<file path="config.mk">
export PLATFORM = sky130hd
export DESIGN_NAME = tpc_pwm_top
export DESIGN_NICKNAME = d
export VERILOG_FILES = /design/src/tpc_pkg.sv /design/src/tpc_phase_out.sv /design/src/tpc_pwm_top.sv
export SDC_FILE = /design/constraint.sdc
export NUM_CORES = 1
export LEC_CHECK = 0
export ABC_AREA = 1
export BUFFER_PORTS_ARGS = -buffer_cell sky130_fd_sc_hd__buf_4
export CORE_UTILIZATION = 38
export CTS_CLUSTER_SIZE = 40
export DETAILED_ROUTE_END_ITERATION = 16
export GPL_TIMING_DRIVEN = 0
export PLACE_DENSITY = 0.66
export SLEW_MARGIN = 20
export SYNTH_ARGS = -nofsm -noshare
export SYNTH_HDL_FRONTEND = slang
export SYNTH_SLANG_ARGS = --single-unit
</file>
<file path="constraint.sdc">
create_clock -name pclk -period 8.98 [get_ports pclk]
set_input_delay 0.449 -clock pclk [delete_from_list [all_inputs] [get_ports pclk]]
set_output_delay 0.449 -clock pclk [all_outputs]
set_load 0.02 [all_outputs]
</file>
<file path="src/tpc_pkg.sv">
// Constants, field layout and carrier types of the three-phase modulator block
package tpc_pkg;

  // ************************************************************
  // Register byte addresses
  // ************************************************************
  localparam logic [31:0] TPC_ADDR_CONTROL  = 32'hFFFFFC00;
  localparam logic [31:0] TPC_ADDR_STATUS   = 32'hFFFFFC04;
  localparam logic [31:0] TPC_ADDR_CHOPCFG  = 32'hFFFFFC10;
  localparam logic [31:0] TPC_ADDR_PERIOD   = 32'h0FFFFC08;
  localparam logic [31:0] TPC_ADDR_DEADTIME = 32'h0FFFFC0C;
  localparam logic [31:0] TPC_ADDR_DUTY0    = 32'h0FFFFC14;
  localparam logic [31:0] TPC_ADDR_DUTY1    = 32'h0FFFFC18;
  localparam logic [31:0] TPC_ADDR_DUTY2    = 32'h0FFFFC1C;
  localparam logic [31:0] TPC_ADDR_OUTEN    = 32'h0FFFFC20;
  localparam logic [31:0] TPC_ADDR_SYNCW    = 32'h0FFFFC24;

  // ************************************************************
  // Field positions
  // ************************************************************
  localparam int TPC_CTL_SYNCSRC  = 4;
  localparam int TPC_CTL_SYNCTYPE = 3;
  localparam int TPC_CTL_DOUBLE   = 2;
  localparam int TPC_CTL_SYNCEN   = 1;
  localparam int TPC_CTL_ENABLE   = 0;
  localparam int TPC_STA_SYNCINT  = 9;
  localparam int TPC_STA_TRIPINT  = 8;
  localparam int TPC_STA_TRIPPIN  = 3;
  localparam int TPC_STA_PHASE    = 0;
  localparam int TPC_CFG_LOW_SIDE_CHOP_ENABLE   = 9;
  localparam int TPC_CFG_HIGH_SIDE_CHOP_ENABLE   = 8;
  localparam int TPC_OEN_XOVR0    = 8;
  localparam int TPC_OEN_DIS_TOP  = 5;

  // ************************************************************
  // Field widths and reset values
  // ************************************************************
  localparam int TPC_CTL_W   = 5;
  localparam int TPC_CFG_W   = 10;
  localparam int TPC_OEN_W   = 9;
  localparam int TPC_DEAD_W  = 10;
  localparam int TPC_SYNCW_W = 10;
  localparam int TPC_CNT_W   = 16;
  localparam int TPC_CHOP_W  = 8;
  localparam int TPC_NCHAN   = 3;

  localparam logic [TPC_CTL_W-1:0]   TPC_RST_CONTROL = 5'h00;
  localparam logic [TPC_CFG_W-1:0]   TPC_RST_CHOPCFG = 10'h000;
  localparam logic [TPC_OEN_W-1:0]   TPC_RST_OUTEN   = 9'h000;
  localparam logic [TPC_CNT_W-1:0]   TPC_RST_WORD    = 16'h0000;
  localparam logic [TPC_DEAD_W-1:0]  TPC_RST_DEAD    = 10'h000;
  localparam logic [TPC_SYNCW_W-1:0] TPC_RST_SYNCW   = 10'h000;
  localparam logic [TPC_SYNCW_W-1:0] TPC_SYNCW_MIN   = 10'h001;
  localparam logic [3:0]             TPC_REWRITE_ALL = 4'hF;

  // ************************************************************
  // Types
  // ************************************************************
  typedef enum logic [1:0] {
    TPC_ST_IDLE,
    TPC_ST_DOWN,
    TPC_ST_UP
  } tpc_count_e;

  typedef struct packed {
    logic crossover;
    logic dis_high;
    logic dis_low;
    logic chop_high;
    logic chop_low;
  } tpc_chan_ctrl_s;

endpackage

</file>
<file path="src/tpc_phase_out.sv">
// Output stage of one phase: compare, dead band, crossover, chopping, disable, trip gate
`timescale 1ns/1ps
module tpc_phase_out
  import tpc_pkg::*;
(
  input  wire logic                  pclk,
  input  wire logic                  presetn,
  input  wire logic                  run,
  input  wire logic [TPC_CNT_W-1:0]  count,
  input  wire logic [TPC_CNT_W-1:0]  duty,
  input  wire logic [TPC_DEAD_W-1:0] dead,
  input  wire tpc_chan_ctrl_s        ctrl,
  input  wire logic                  chop_clk,
  input  wire logic                  trip_pin,
  output wire logic                  gate_high,
  output wire logic                  gate_low
);

  // ************************************************************
  // Compare with dead band on both edges
  // ************************************************************
  wire logic [TPC_CNT_W:0] cnt_ext    = {1'b0, count};
  wire logic [TPC_CNT_W:0] dead_ext   = {{(TPC_CNT_W+1-TPC_DEAD_W){1'b0}}, dead};
  wire logic [TPC_CNT_W:0] duty_ext   = {1'b0, duty};
  wire logic               raw_high   = (cnt_ext + dead_ext) < duty_ext;
  wire logic               raw_low    = cnt_ext >= (duty_ext + dead_ext);
  wire logic               sw_high    = ctrl.crossover ? raw_low  : raw_high;
  wire logic               sw_low     = ctrl.crossover ? raw_high : raw_low;
  wire logic               chop_high  = sw_high & (~ctrl.chop_high | chop_clk);
  wire logic               chop_low   = sw_low  & (~ctrl.chop_low  | chop_clk);
  wire logic               next_high  = run & chop_high & ~ctrl.dis_high;
  wire logic               next_low   = run & chop_low  & ~ctrl.dis_low;

  logic high_q;
  logic low_q;

  always_ff @(posedge pclk or negedge presetn) begin
    if (!presetn) begin
      high_q <= 1'b0;
      low_q  <= 1'b0;
    end else begin
      high_q <= next_high;
      low_q  <= next_low;
    end
  end

  // pin forces low
  // Gate on the raw pin so the shutdown needs no clock edge
  assign gate_high = high_q & trip_pin;
  assign gate_low  = low_q & trip_pin;

endmodule

</file>
<file path="src/tpc_pwm_top.sv">
// Three-phase center-aligned modulator with APB register file
`timescale 1ns/1ps
module tpc_pwm_top
  import tpc_pkg::*;
(
  input  wire logic                  pclk,
  input  wire logic                  presetn,
  input  wire logic                  psel,
  input  wire logic                  penable,
  input  wire logic                  pwrite,
  input  wire logic [31:0]           paddr,
  input  wire logic [31:0]           pwdata,
  output wire logic                  pready,
  output wire logic [31:0]           prdata,
  output wire logic                  pslverr,
  input  wire logic                  fault_trip_pin,
  input  wire logic                  ext_sync_in,
  output wire logic [TPC_NCHAN-1:0]  gate_high,
  output wire logic [TPC_NCHAN-1:0]  gate_low,
  output wire logic                  sync_output_pulse
);

  // ************************************************************
  // Register storage
  // ************************************************************
  logic [TPC_CTL_W-1:0]   modulator_control;
  logic [TPC_CFG_W-1:0]   gate_chopping_config;
  logic [TPC_OEN_W-1:0]   output_enable_crossover;
  logic [TPC_CNT_W-1:0]   switching_period;
  logic [TPC_DEAD_W-1:0]  dead_time;
  logic [TPC_CNT_W-1:0]   duty_reg [TPC_NCHAN];
  logic [TPC_SYNCW_W-1:0] sync_pulse_width;
  logic                   sync_interrupt_flag;
  logic                   trip_interrupt_flag;
  logic                   tripped;
  logic [3:0]             rewrite_mask;

  // ************************************************************
  // APB decode
  // ************************************************************
  wire logic access   = psel & penable;
  wire logic wr       = access & pwrite;
  wire logic hit_ctl  = paddr == TPC_ADDR_CONTROL;
  wire logic hit_sta  = paddr == TPC_ADDR_STATUS;
  wire logic hit_cfg  = paddr == TPC_ADDR_CHOPCFG;
  wire logic hit_per  = paddr == TPC_ADDR_PERIOD;
  wire logic hit_dead = paddr == TPC_ADDR_DEADTIME;
  wire logic hit_d0   = paddr == TPC_ADDR_DUTY0;
  wire logic hit_d1   = paddr == TPC_ADDR_DUTY1;
  wire logic hit_d2   = paddr == TPC_ADDR_DUTY2;
  wire logic hit_oen  = paddr == TPC_ADDR_OUTEN;
  wire logic hit_syw  = paddr == TPC_ADDR_SYNCW;
  wire logic hit_any  = hit_ctl | hit_sta | hit_cfg | hit_per | hit_dead |
                        hit_d0 | hit_d1 | hit_d2 | hit_oen | hit_syw;
  wire logic [TPC_NCHAN-1:0] hit_duty = {hit_d2, hit_d1, hit_d0};

  // Zero wait states; unmapped addresses answer with an error
  assign pready  = 1'b1;
  assign pslverr = access & ~hit_any;

  // ************************************************************
  // Control fields
  // ************************************************************
  wire logic sync_source_select = modulator_control[TPC_CTL_SYNCSRC];
  wire logic external_sync_type = modulator_control[TPC_CTL_SYNCTYPE];
  wire logic double_update_mode = modulator_control[TPC_CTL_DOUBLE];
  wire logic sync_enable        = modulator_control[TPC_CTL_SYNCEN];
  wire logic master_enable      = modulator_control[TPC_CTL_ENABLE];
  wire logic low_side_chop_enable  = gate_chopping_config[TPC_CFG_LOW_SIDE_CHOP_ENABLE];
  wire logic high_side_chop_enable = gate_chopping_config[TPC_CFG_HIGH_SIDE_CHOP_ENABLE];
  wire logic [TPC_CHOP_W-1:0] chopping_period = gate_chopping_config[TPC_CHOP_W-1:0];

  // ************************************************************
  // Pin synchronisers
  // ************************************************************
  logic [2:0] trip_sync;
  logic [2:0] ext_sync;
  logic       trip_level;
  logic       ext_level_q;
  logic       ext_prev;

  // sync type select
  // A synchronous source skips the resynchroniser and saves its latency
  wire logic ext_level = external_sync_type ? ext_sync_in : ext_level_q;

  always_ff @(posedge pclk or negedge presetn) begin
    if (!presetn) begin
      trip_sync   <= 3'h0;
      ext_sync    <= 3'h0;
      trip_level  <= 1'b0;
      ext_level_q <= 1'b0;
      ext_prev    <= 1'b0;
    end else begin
      trip_sync <= {trip_sync[1:0], fault_trip_pin};
      ext_sync  <= {ext_sync[1:0], ext_sync_in};
      if (trip_sync[1] == trip_sync[2]) begin
        trip_level <= trip_sync[2];
      end
      if (ext_sync[1] == ext_sync[2]) begin
        ext_level_q <= ext_sync[2];
      end
      ext_prev <= ext_level;
    end
  end

  wire logic ext_edge  = ext_level & ~ext_prev;
  wire logic use_ext   = sync_source_select & sync_enable;
  // Trip counts once the filtered level falls
  wire logic trip_event = (trip_sync[1] == trip_sync[2]) & ~trip_sync[2] & trip_level;

  // ************************************************************
  // Period counter
  // ************************************************************
  tpc_count_e             state;
  tpc_count_e             next_state;
  logic [TPC_CNT_W-1:0]   count;
  logic [TPC_CNT_W-1:0]   next_count;
  logic [TPC_CNT_W-1:0]   period_l;
  logic                   period_start;
  logic                   midpoint;

  wire logic run_ok = master_enable & ~tripped & trip_level;

  always_comb begin
    next_state   = state;
    next_count   = count;
    period_start = 1'b0;
    midpoint     = 1'b0;
    case (state)
      TPC_ST_IDLE: begin
        period_start = run_ok & (~use_ext | ext_edge);
      end
      TPC_ST_DOWN: begin
        if (count == TPC_RST_WORD) begin
          midpoint   = 1'b1;
          next_state = TPC_ST_UP;
        end else begin
          next_count = count - 16'h0001;
        end
      end
      TPC_ST_UP: begin
        if (count >= period_l) begin
          period_start = ~use_ext;
        end else begin
          next_count = count + 16'h0001;
        end
      end
      default: begin
        next_state = TPC_ST_IDLE;
      end
    endcase
    if (state != TPC_ST_IDLE && use_ext && ext_edge) begin
      period_start = 1'b1;
    end
    if (period_start) begin
      next_state = TPC_ST_DOWN;
      next_count = switching_period;
    end
    if (!run_ok) begin
      next_state   = TPC_ST_IDLE;
      next_count   = TPC_RST_WORD;
      period_start = 1'b0;
      midpoint     = 1'b0;
    end
  end

  always_ff @(posedge pclk or negedge presetn) begin
    if (!presetn) begin
      state    <= TPC_ST_IDLE;
      count    <= TPC_RST_WORD;
      period_l <= TPC_RST_WORD;
    end else begin
      state <= next_state;
      count <= next_count;
      if (period_start) begin
        period_l <= switching_period;
      end
    end
  end

  // ************************************************************
  // Duty latches and output stages
  // ************************************************************
  // update rate select
  wire logic duty_update = period_start | (double_update_mode & midpoint);
  wire logic run_q       = state != TPC_ST_IDLE;

  logic [TPC_CHOP_W-1:0] chop_cnt;
  logic                  chop_clk;

  always_ff @(posedge pclk or negedge presetn) begin
    if (!presetn) begin
      chop_cnt <= 8'h00;
      chop_clk <= 1'b0;
    end else if (chop_cnt == chopping_period) begin
      chop_cnt <= 8'h00;
      chop_clk <= ~chop_clk;
    end else begin
      chop_cnt <= chop_cnt + 8'h01;
    end
  end

  genvar ch;
  generate
    for (ch = 0; ch < TPC_NCHAN; ch++) begin : g_chan
      logic [TPC_CNT_W-1:0] duty_l;
      tpc_chan_ctrl_s       cfg;

      assign cfg.crossover = output_enable_crossover[TPC_OEN_XOVR0-ch];
      assign cfg.dis_low   = output_enable_crossover[TPC_OEN_DIS_TOP-2*ch];
      assign cfg.dis_high  = output_enable_crossover[TPC_OEN_DIS_TOP-1-2*ch];
      assign cfg.chop_high = high_side_chop_enable;
      assign cfg.chop_low  = low_side_chop_enable;

      always_ff @(posedge pclk or negedge presetn) begin
        if (!presetn) begin
          duty_l <= TPC_RST_WORD;
        end else if (duty_update) begin
          duty_l <= duty_reg[ch];
        end
      end

      tpc_phase_out u_out (
        .pclk      (pclk),
        .presetn   (presetn),
        .run       (run_q),
        .count     (count),
        .duty      (duty_l),
        .dead      (dead_time),
        .ctrl      (cfg),
        .chop_clk  (chop_clk),
        .trip_pin  (fault_trip_pin),
        .gate_high (gate_high[ch]),
        .gate_low  (gate_low[ch])
      );
    end
  endgenerate

  // ************************************************************
  // Sync output pulse
  // ************************************************************
  logic [TPC_SYNCW_W-1:0] sync_cnt;
  wire logic              sync_fire = period_start & sync_enable;

  always_ff @(posedge pclk or negedge presetn) begin
    if (!presetn) begin
      sync_cnt <= TPC_RST_SYNCW;
    end else if (sync_fire) begin
      sync_cnt <= (sync_pulse_width == TPC_RST_SYNCW) ? TPC_SYNCW_MIN : sync_pulse_width;
    end else if (sync_cnt != TPC_RST_SYNCW) begin
      sync_cnt <= sync_cnt - 10'h001;
    end
  end

  assign sync_output_pulse = (sync_cnt != TPC_RST_SYNCW) & fault_trip_pin;

  // ************************************************************
  // Register writes
  // ************************************************************
  wire logic [TPC_CTL_W-1:0] ctl_wdata = pwdata[TPC_CTL_W-1:0];
  wire logic                 rearm     = tripped & (rewrite_mask == TPC_REWRITE_ALL) & trip_level;

  always_ff @(posedge pclk or negedge presetn) begin
    if (!presetn) begin
      modulator_control <= TPC_RST_CONTROL;
      tripped           <= 1'b0;
      rewrite_mask      <= 4'h0;
    end else begin
      if (wr && hit_ctl) begin
        modulator_control <= tripped ? {ctl_wdata[TPC_CTL_W-1:1], 1'b0} : ctl_wdata;
      end
      if (tripped && wr) begin
        rewrite_mask <= rewrite_mask | {hit_d2, hit_d1, hit_d0, hit_per};
      end
      if (rearm) begin
        modulator_control[TPC_CTL_ENABLE] <= 1'b1;
        tripped      <= 1'b0;
        rewrite_mask <= 4'h0;
      end
      // trip clears enable
      // Trip is last so it beats any software write in the same cycle
      if (trip_event) begin
        modulator_control[TPC_CTL_ENABLE] <= 1'b0;
        tripped      <= 1'b1;
        rewrite_mask <= 4'h0;
      end
    end
  end

  always_ff @(posedge pclk or negedge presetn) begin
    if (!presetn) begin
      gate_chopping_config    <= TPC_RST_CHOPCFG;
      output_enable_crossover <= TPC_RST_OUTEN;
      switching_period        <= TPC_RST_WORD;
      dead_time               <= TPC_RST_DEAD;
      sync_pulse_width        <= TPC_RST_SYNCW;
    end else if (wr) begin
      if (hit_cfg) begin
        gate_chopping_config <= pwdata[TPC_CFG_W-1:0];
      end
      if (hit_oen) begin
        output_enable_crossover <= pwdata[TPC_OEN_W-1:0];
      end
      if (hit_per) begin
        switching_period <= pwdata[TPC_CNT_W-1:0];
      end
      if (hit_dead) begin
        dead_time <= pwdata[TPC_DEAD_W-1:0];
      end
      if (hit_syw) begin
        sync_pulse_width <= pwdata[TPC_SYNCW_W-1:0];
      end
    end
  end

  generate
    for (ch = 0; ch < TPC_NCHAN; ch++) begin : g_duty_reg
      always_ff @(posedge pclk or negedge presetn) begin
        if (!presetn) begin
          duty_reg[ch] <= TPC_RST_WORD;
        end else if (wr && hit_duty[ch]) begin
          duty_reg[ch] <= pwdata[TPC_CNT_W-1:0];
        end
      end
    end
  endgenerate

  // ************************************************************
  // Interrupt flags
  // ************************************************************
  wire logic clr_sync = wr & hit_sta & pwdata[TPC_STA_SYNCINT];
  wire logic clr_trip = wr & hit_sta & pwdata[TPC_STA_TRIPINT];

  always_ff @(posedge pclk or negedge presetn) begin
    if (!presetn) begin
      sync_interrupt_flag <= 1'b0;
      trip_interrupt_flag <= 1'b0;
    end else begin
      sync_interrupt_flag <= sync_fire | (sync_interrupt_flag & ~clr_sync);
      trip_interrupt_flag <= trip_event | (trip_interrupt_flag & ~clr_trip);
    end
  end

  // ************************************************************
  // Read mux
  // ************************************************************
  // pin level in status
  // count direction in status
  // Pin level is taken after two stages to stay clear of metastability
  wire logic [15:0] status_word = {6'h00, sync_interrupt_flag, trip_interrupt_flag,
                                   4'h0, trip_sync[1], 2'h0, state == TPC_ST_DOWN};
  wire logic [31:0] rd_word =
      hit_ctl  ? {27'h0, modulator_control} :
      hit_sta  ? {16'h0, status_word} :
      hit_cfg  ? {22'h0, gate_chopping_config} :
      hit_per  ? {16'h0, switching_period} :
      hit_dead ? {22'h0, dead_time} :
      hit_d0   ? {16'h0, duty_reg[0]} :
      hit_d1   ? {16'h0, duty_reg[1]} :
      hit_d2   ? {16'h0, duty_reg[2]} :
      hit_oen  ? {23'h0, output_enable_crossover} :
      hit_syw  ? {22'h0, sync_pulse_width} :
      32'h00000000;

  assign prdata = (access && !pwrite) ? rd_word : 32'h00000000;

endmodule

</file>
==> results of run 1 <==
==> timing repair <==
| item | in CTS | in global routing |
|---|---|---|
| gates resized for setup | 0 | 0 |
| hold buffers | 1 | 0 |
| endpoints found under the hold margin | 45 | 0 |
==> logic make-up after synthesis <==
family	synth area share (%)
xor+xnor	4.133
buf+inv	8.954
fa+ha+maj	13.06
other cells	0.04486
flops	34.53
compound gates	15.29
simple gates	23.98
==> placed cells by master, fill, tap and decap left out, types with 6 or more instances in the layout <==
cell type,synthesis,final
clkbuf_8,0,6
xnor2_1,24,24
buf_2,12,12
o21bai_1,8,8
o21ai_2,40,40
clkbuf_1,24,31
inv_2,7,7
nor4_1,14,14
ha_1,166,166
nand4_1,45,45
buf_4,28,105
nand2_1,524,524
xor2_1,55,55
a211oi_1,7,7
a21oi_1,131,131
nand2_2,44,44
o21ai_1,7,7
clkbuf_16,0,26
a21o_1,7,7
o211ai_1,11,11
o21ai_0,208,208
dfrtp_1,231,231
inv_1,258,258
nor2_1,125,125
nand3_1,104,104
conb_1,2,17
nor3_1,34,34
==> cell type report <==
cell class                      count  area, µm²
Timing Repair Buffer               82      685.7
Buffer                             73      489.2
Fill cell                        4316      24170
Clock buffer                       39      759.5
Inverter                          269       1010
Sequential cell                   231       5781
Tap cell                          585      732.0
Multi-Input combinational cell   1630       9518
Clock inverter                      8      118.9
==> layer usage <==
metal	up-vias	part of all wire, %	track usage, %	wire length, µm
met5	-	0	0	0
met4	0	4.9	11.44	2695
met3	134	6.5	2.967	3596
met2	626	45	40.13	25010
met1	7447	43	32.51	23680
li1	7497	-	-	-
==> power groups by stage <==
stage	Clock, mW	Sequential, mW	Combinational [mW]
global route	1.14	1.16	1.12
CTS	1.10	1.15	0.981
detailed placement	0	1.17	0.973
global placement	0	1.17	0.947
finish	1.09	1.15	0.996
floorplan	0	1.13	0.676
==> worst paths after layout <==
kind / slack [ps] / end / cells after the start / from
hold reg to reg: 350 / ext_sync[1]$_DFF_PN0_ / 0 / ext_sync[0]$_DFF_PN0_
hold / removal: 20 / ext_sync[0]$_DFF_PN0_ / 1 / ext_sync_in
setup / recovery: 4210 / g_chan[0].u_out.high_q$_DFF_PN0_ / 18 / dead_time[1]$_DFFE_PN0P_
min in group asynchronous: 370 / g_chan[0].u_out.low_q$_DFF_PN0_ / 2 / presetn
setup reg to reg: 4210 / g_chan[0].u_out.high_q$_DFF_PN0_ / 18 / dead_time[1]$_DFFE_PN0P_
max in group asynchronous: 7260 / period_l[8]$_DFFE_PN0P_ / 5 / presetn
==> implementation parameters, run 1 <==
Parameter                              Value

Synthesis
  Avg Synthesized Cell Area    around 7.7 µm²
  Yosys top cell area share    between 30% and 40%
  Top cell type by total area after synthesis    dfrtp_1
  Fraction of the yosys area taken by sequential cells    between 30% and 40%
  Syn Inst Count    around 2.2k
  Count of warnings emitted by yosys    0
  Number of flops mapped to enable cells by yosys    0
  Commonest register cell after synthesis    dfrtp_1
  Cell with the most instances after synthesis    nand2_1
  Async set-reset flop share out of synthesis    100.0%
  Cells taking the most area after synthesis    dfrtp_1 (35%), ha_1 (12%), nand2_1 (12%)
  List of most frequent post-synthesis cells    nand2_1 (524), inv_1 (258), dfrtp_1 (231)
  Synth unique cells    58
  Flip-flop and latch count after synthesis    231
  Synth Cell Area    approximately 17000 µm²

Setup path
  Cell-by-cell listing of the critical path    inv_1 > fa_1 > o21ai_0 > nand2_1 > nand2_1 > a31oi_1 > nor2_1 > xor2_1 > ha_1 > nand2_1 > nor2_1 > a211oi_1 > nor2_1 > nor2_1 > nand3_1 > nand2_1 > nand2_1 > nor2_1
  Biggest cell delay along the critical path    870 ps
  Critical Path Source Type    flip-flop
  Critical path data arrival time    between 5000 and 6000 ps
  Crit Path Category    reg -> reg
  Max stage delay cell, worst path    dfrtp_1
  Critical path capture point type    flip-flop
  Total buffers and inverters traversed by the critical path    1
  Cell family with the largest share of critical-path delay    simple AND/OR/NAND/NOR gates
  Worst Path Max Fanout    9
  WP data required    9460 ps

CTS
  CTS H-tree lvls    1
  Number of buffers inserted during clock tree synthesis    26
  TritonCTS sink count    around 230
  Number of buffers inserted to repair setup after CTS    0
  TritonCTS clock tree    yes
  CTS max path bufs    3
  Clock latency on the worst-skew pair    approximately 560 ps
  Root buffer cell    clkbuf_16
  Clock input transition at the sequential cells of the worst setup and hold paths    about 60 ps

Pwr
  Combinational group share of total power    a little under a third
  Peak supply drop    173.8 µV
  Net switching power figure    1.141 mW
  Switching Share    a little over a third
  Part of the total power dissipated in the clock network    between 30% and 40%
  Total Power    approximately 3.2 mW
  Power density over cell area    169.5 nW/µm²
  Static Leakage    around 9.6 nW
  Design internal power    2.096 mW
  Sequential fraction of design power    35.6%

Final layout
  Count of non-filler cells in the finished layout    ~2.9k
  Area delta synth->final    14.05%
  Nets    between 2k and 3k
  Count of inserted antenna diode cells    0
  Final design utilization    roughly 44%
  Total non-filler cell area in the finished layout    19090 µm²
  Share of post-route cells with drive strength above 1    about an eighth

Global route
  Overall track demand over capacity in global routing    between 20% and 30%
  Number of global-route vias before repair    about 15k
  Antenna violations before repair    0
  Maximum number of pins on one net before global-route repair    76
  First-pass GRT wire length    around 84000 µm
  Residual overflow from global routing    0

Detailed routing
  Iteration-0 DRC Markers    between 1k and 1.5k
  Routed vias    roughly 16k
  Average routed wire per standard cell    between 15 and 20 µm
  Detailed Route WL    approximately 55000 µm
  Post-DR vias/cell    around 5.4
  Pre-Repair DR Iteration Count    6
  DRT antenna net count    0
  Drt drc    0

Timing
  Maximum clock frequency    209.5 MHz
  Minimum hold slack    approximately 19 ps
  Period Utilization, post-route    a little over half
  Final setup violation count    0
  Setup TNS after final layout    0 ps
  Final Max Slew Viols    0
  Clk_skew    around 23 ps
  Min setup slack post-route    around 4200 ps
  Measured slew at the worst slew-check pin    840.1 ps
  Slew margin rel.    43.53%
  Final Critical Period    between 4000 and 5000 ps
  RSZ-0062 raised after global routing    no
  Hold Vio Cnt, Final    0

Floorplanning
  Height of the die    approximately 210 µm
  Count of pins on the block boundary    around 110
  Core box area    43270 µm²
  Die area    around 45000 µm²
  Initial core utilization    roughly 39%
  X dimension of the die    about 210 µm
  Site Rows    between 70 and 80

Place
  Buffers on Ports    78
  Post-placement worst setup slack    approximately 4300 ps
  Area post-placement    between 15000 and 20000 µm²
  HPWL after detailed placement    approximately 43000 µm
  Count of placed standard cells including taps    2869
  RD Place Congestion    1.003

Status
  Outcome    completed

Min path
  Tightest Hold Check Type    in -> reg

Flow run
  Number of max-capacitance violations reported    0
No activity file was read; power rests on OpenSTA's default activity.
==> run 2: changes to the inputs <==
PLACE_DENSITY = 0.68   (was 0.66)
clock period = 4.22 ns   (was 8.98 ns; I/O delays follow)
==> run 2 against run 1 <==
Sequential power increased by 110%. Count of clock-buffer cells in the layout stayed put. Via count up 0.59%. Clock power grew 100%. Sequential share of layout area is 0.12 points lower. Worst setup slack worse by 4000 ps. Total power increased by 110%.
==> implementation parameters, run 2 (synthesis results as in run 1) <==
Parameter                              Value

Timing
  Measured slew at the worst slew-check pin    841.8 ps
  Maximum clock frequency    ~250 MHz
  Final Critical Period    4054 ps
  Clk_skew    between 10 and 15 ps
  Hold Vio Cnt, Final    0
  Period Utilization, post-route    roughly 96%
  Final setup violation count    0
  Final Max Slew Viols    0
  Min setup slack post-route    166.5 ps
  Slew margin rel.    43.41%

Detailed routing
  Routed vias    ~16k
  Average routed wire per standard cell    slightly below 20 µm
  Routed wl met3    between 4000 and 5000 µm
  Iteration-0 DRC Markers    1184
  Post-DR vias/cell    around 5.4
  DRT antenna net count    0
  Met2 Routed Length    25460 µm
  Top sig layer    met5
  Pre-Repair DR Iteration Count    5
  Detailed Route WL    approximately 56000 µm
  Drt drc    0
  DRT met1 WL    ~24000 µm

Setup path
  Critical path data arrival time    roughly 4500 ps
  Worst Path Max Fanout    6
  Crit Path Category    reg -> reg
  Total buffers and inverters traversed by the critical path    0
  Cell seen most often among critical-path stages    nand2_1
  WP data required    ~4700 ps
  Critical Path Source Type    flip-flop
  Max stage delay cell, worst path    dfrtp_1
  Critical path origin    dead_time[7]$_DFFE_PN0P_
  Cell-by-cell listing of the critical path    ha_1 > a21o_1 > a21oi_1 > nand2_1 > a31oi_2 > xor2_2 > ha_1 > a21oi_1 > nor3_1 > a211oi_1 > nand2_1 > nand3_1 > nand2_1 > nand2_1 > nand3b_1 > nand2_1 > nand2_1 > nor2_1
  Cell family with the largest share of critical-path delay    simple AND/OR/NAND/NOR gates
  Worst setup slack for register-to-register paths    about 170 ps
  Biggest cell delay along the critical path    about 750 ps
  Critical path capture point type    flip-flop
  Source of the worst register-to-register timing path    dead_time[7]$_DFFE_PN0P_

Status
  Outcome    completed

Floorplanning
  Die area    around 45000 µm²
  Count of pins on the block boundary    between 100 and 150
  X dimension of the die    roughly 210 µm
  Core box area    between 40000 and 50000 µm²
  Initial core utilization    38.69%
  Height of the die    between 200 and 250 µm
  Site Rows    76

Pwr
  Static Leakage    9.589 nW
  Peak supply drop    283.2 µV
  Sequential fraction of design power    between 30 and 40%
  Power density over cell area    356.7 nW/µm²
  Switching Share    35.96%
  Combinational group share of total power    a little under a third
  Part of the total power dissipated in the clock network    between 30% and 40%
  Net switching power figure    between 2 and 2.5 mW
  Design internal power    roughly 4.4 mW

Global route
  Antenna violations before repair    1
  Overall track demand over capacity in global routing    25.58%
  Number of global-route vias before repair    between 15k and 20k
  Maximum number of pins on one net before global-route repair    98
  Residual overflow from global routing    0
  First-pass GRT wire length    slightly below 90000 µm

CTS
  Clock latency on the worst-skew pair    550 ps
  Clock input transition at the sequential cells of the worst setup and hold paths    ~60 ps
  TritonCTS clock tree    yes
  CTS H-tree lvls    1
  CTS max path bufs    3
  Number of buffers inserted during clock tree synthesis    27
  TritonCTS sink count    231
  Root buffer cell    clkbuf_16

Place
  Buffers on Ports    between 70 and 80
  Area post-placement    18210 µm²
  Post-placement worst setup slack    -590.8 ps
  RD Place Congestion    about 0.97
  HPWL after detailed placement    about 44000 µm
  Count of placed standard cells including taps    around 2.9k

Final layout
  Area delta synth->final    14.66%
  Count of non-filler cells in the finished layout    2927
  Share of post-route cells with drive strength above 1    around an eighth
  Count of inserted antenna diode cells    0
  Total non-filler cell area in the finished layout    19190 µm²
  Leading cell types in the layout, fill and taps excluded    nand2_1 (524), inv_1 (258), dfrtp_1 (227)
  Final design utilization    ~44%
  Nets    2565
  Most frequent standard cell in the layout excluding fill and tap cells    nand2_1

Min path
  Worst Min Path Start    pwdata[10]
  Tightest Hold Check Type    in -> reg

Flow run
  Number of max-capacitance violations reported    0
[run 2: tightest hold or removal path, stage by stage]
cell and delay, ps:
buf_4 80, inv_1 90, o21ai_0 170
[run 2: metrics by stage]
stage | TNS, ps | power (mW) | hold slack, ps
global route | -7.624 | 7.221 | 42.57
detailed placement | -3265 | 4.589 | 36.65
finish | 0 | 6.847 | 54.11
global placement | -3094 | 4.510 | 333.6
CTS | 0 | 6.794 | 50.97
floorplan | 0 | 3.852 | -84.59
[run 2: final timing paths]
kind | endpoint | cells past startpoint
max | g_chan[2].u_out.high_q$_DFF_PN0_ | 18
min | duty_reg[42]$_DFFE_PN0P_ | 3
max reg2reg | g_chan[2].u_out.high_q$_DFF_PN0_ | 18
min reg2reg | ext_sync[1]$_DFF_PN0_ | 0
max in group asynchronous | count[1]$_DFFE_PN0P_ | 4
min in group asynchronous | g_chan[0].u_out.low_q$_DFF_PN0_ | 2
[run 2: repair_timing]
item,4_1_cts,5_1_grt
pin swaps,0,3
setup buffers,1,6
gates resized for setup,9,10
endpoints found under the setup margin,6,6
hold buffers,3,0
endpoints found under the hold margin,113,0
[run 2: power by group through the flow]
stage / logic (mW) / clock network [mW] / registers (mW)
after floorplan: 1.44 / 0 / 2.41
after global placement: 2.02 / 0 / 2.49
after detailed placement: 2.09 / 0 / 2.49
after CTS: 2.12 / 2.22 / 2.46
after global routing: 2.44 / 2.32 / 2.46
final: 2.19 / 2.21 / 2.45
[run 2: final cells by class]
cell class	instances	area, µm²
fillers	4335	24070
multi-input cells	1630	9589
flip-flops and latches	231	5788
inverters	269	1010
clock buffers	39	770.7
repair buffers	91	758.2
well taps	585	732.0
plain buffers	73	489.2
clock inverters	9	57.56
[run 2: per-layer routing]
metal,GRT usage (%),up-vias
met5,0,-
met4,12.84,2
met3,3.234,148
met2,42.11,661
met1,32.99,7477
li1,-,7509
==> run 3: changes to the inputs <==
PLACE_DENSITY = 0.54   (was 0.68)
==> run 3 against run 2 <==
Maximum frequency increased by 1.5%. Total power grew 3.3%. Worst setup slack better by 61 ps. Hold slack lost 4.7 ps. Non-clock buffer count decreased by 1. Combinational power decreased by 2%. Register-to-register slack gained 60 ps. Final area is 0.33% higher. Via count is 2.6% lower. Count of clock-buffer cells in the layout is 3 lower. Largest power group unchanged.
==> implementation parameters, run 3 (synthesis results as in run 1) <==
Parameter                              Value

Floorplanning
  X dimension of the die    211.9 µm
  Core box area    ~43000 µm²
  Initial core utilization    roughly 39%
  Die area    approximately 45000 µm²
  Count of pins on the block boundary    between 100 and 150
  Site Rows    between 70 and 80
  Height of the die    ~210 µm

Final layout
  Total non-filler cell area in the finished layout    between 15000 and 20000 µm²
  Sequential standard cell area    5794 µm²
  Count of inserted antenna diode cells    0
  Share of post-route cells with drive strength above 1    13.15%
  Number of inserted filler cells in the final layout    4375
  Nets    2564
  Leading cell types in the layout, fill and taps excluded    nand2_1 (524), inv_1 (258), dfrtp_1 (222)
  Count of non-filler cells in the finished layout    2927
  Area delta synth->final    15.04%
  Most frequent standard cell in the layout excluding fill and tap cells    nand2_1
  Area of the multi-input gates    ~9600 µm²
  Final design utilization    approximately 45%

Global route
  Number of global-route vias before repair    about 15k
  Met3 Resource Use GR    under 10%
  GR peak layer    met2
  Met1 track demand over resource in global routing    35.04%
  Routing usage on met2    between 40% and 50%
  Maximum number of pins on one net before global-route repair    96
  First-pass GRT wire length    89110 µm
  Antenna violations before repair    0
  Overall track demand over capacity in global routing    a little over a quarter
  Residual overflow from global routing    0

Timing
  Period Utilization, post-route    a little over nine tenths
  Maximum clock frequency    between 200 and 300 MHz
  Measured slew at the worst slew-check pin    ~960 ps
  Hold Vio Cnt, Final    0
  Min setup slack post-route    between 200 and 250 ps
  Final Max Slew Viols    0
  Slew margin rel.    ~36%
  RSZ-0062 raised after global routing    no
  Final Critical Period    about 4000 ps
  Final setup violation count    0
  Clk_skew    18.33 ps

Place
  HPWL after detailed placement    about 45000 µm
  Area post-placement    between 15000 and 20000 µm²
  Post-placement worst setup slack    -583.1 ps
  Count of placed standard cells including taps    roughly 2.9k
  Buffers on Ports    78
  RD Place Congestion    just under 1

CTS
  TritonCTS clock tree    yes
  TritonCTS sink count    around 230
  Number of buffers inserted during clock tree synthesis    27
  Clock latency on the worst-skew pair    ~560 ps
  CTS max path bufs    3
  CTS H-tree lvls    1
  Clock input transition at the sequential cells of the worst setup and hold paths    around 60 ps
  Root buffer cell    clkbuf_16

Detailed routing
  Routed vias    ~15k
  Drt drc    0
  Post-DR vias/cell    5.254
  Detailed Route WL    slightly below 60000 µm
  Pre-Repair DR Iteration Count    5
  Iteration-0 DRC Markers    between 1k and 1.5k
  Average routed wire per standard cell    around 20 µm
  DRT antenna net count    0

Flow run
  Number of max-capacitance violations reported    0

Pwr
  Design internal power    about 4.6 mW
  Sequential fraction of design power    roughly a third
  Static Leakage    slightly below 10 nW
  Combinational group share of total power    between 30 and 40%
  Net switching power figure    between 2 and 2.5 mW
  Total Power    7.071 mW
  Part of the total power dissipated in the clock network    34.9%
  Switching Share    a little over a third
  Power density over cell area    367.2 nW/µm²
  Peak supply drop    around 250 µV

Setup path
  Critical path data arrival time    4470 ps
  Critical path capture point type    flip-flop
  FF-to-FF End    g_chan[1].u_out.high_q$_DFF_PN0_
  Crit Path Category    reg -> reg
  Source of the worst register-to-register timing path    dead_time[0]$_DFFE_PN0P_
  Worst Path Max Fanout    5
  Critical Path Source Type    flip-flop
  WP data required    roughly 4700 ps
  Depth of the most critical reg-to-reg path    18
  Worst setup slack for register-to-register paths    230 ps

Min path
  Hold-critical path endpoint    duty_reg[31]$_DFFE_PN0P_
  Worst hold path stage count    3
  Worst Min Path Start    pwdata[15]
  Tightest Hold Check Type    in -> reg

Status
  Outcome    completed
## run 3: repair_timing
| action | CTS | global route |
|---|---|---|
| hold endpoints to repair | 58 | 0 |
| setup endpoints to repair | 6 | 6 |
| hold buffers | 3 | 0 |
| buffers inserted | 0 | 7 |
| resized for setup | 8 | 11 |
| pin swaps | 0 | 1 |
## run 3: power by group through the flow
stage / logic [mW] / clock network (mW) / registers, mW
floorplan: 1.44 / 0 / 2.41
global placement: 2.04 / 0 / 2.50
detailed placement: 2.08 / 0 / 2.50
CTS: 2.10 / 2.50 / 2.46
global route: 2.41 / 2.58 / 2.47
finish: 2.15 / 2.46 / 2.46
## run 3: area by class of cell
type	instances	area share (%)
clock inverters	13	0.7991
plain buffers	73	2.540
repair buffers	90	3.794
flip-flops and latches	231	30.09
well taps	585	3.801
inverters	269	5.243
clock buffers	36	4.048
multi-input cells	1630	49.69
## run 3: worst max-delay path by stage
stage | startpoint | depth (start not counted) | end | slack, ps
finish | dead_time[0]$_DFFE_PN0P_ | 18 | g_chan[1].u_out.high_q$_DFF_PN0_ | 230
global route | dead_time[7]$_DFFE_PN0P_ | 19 | g_chan[2].u_out.high_q$_DFF_PN0_ | 9
CTS | dead_time[1]$_DFFE_PN0P_ | 20 | g_chan[2].u_out.high_q$_DFF_PN0_ | 60
detailed placement | dead_time[1]$_DFFE_PN0P_ | 20 | g_chan[2].u_out.high_q$_DFF_PN0_ | -580
global placement | dead_time[1]$_DFFE_PN0P_ | 20 | g_chan[2].u_out.high_q$_DFF_PN0_ | -580
floorplan | dead_time[1]$_DFFE_PN0P_ | 20 | g_chan[2].u_out.low_q$_DFF_PN0_ | 1010
## run 3: worst max-delay path: stages, from the launching register on
cell and delay (ps):
dfrtp_2 500, ha_1 210, inv_1 60, fa_1 420
o21ai_2 240, nand2_1 80, nand2_1 160, a31oi_1 180
nor2_2 220, nand2_1 100, xor2_1 360, ha_1 330
a21oi_1 140, o2111ai_1 160, nor2_1 220, nand3_1 210
nand2_1 110, nand2_1 60, nor2_1 130
## run 3: metrics by stage
step	hold slack, ps	TNS [ps]
2_1_floorplan	-84.59	0
3_3_place_gp	333.3	-2686
3_5_place_dp	182.8	-2744
4_1_cts	29.92	0
5_1_grt	57.58	0
6_report	49.42	0
## run 3: metal layers
layer  wire (µm)  up-vias  share of wire [%]
met3        2500      133                4.3
met4        2850        0                4.9
li1            -     7516                  -
met5           0        -                  0
met1       26040     7282                 45
met2       27080      448                 46
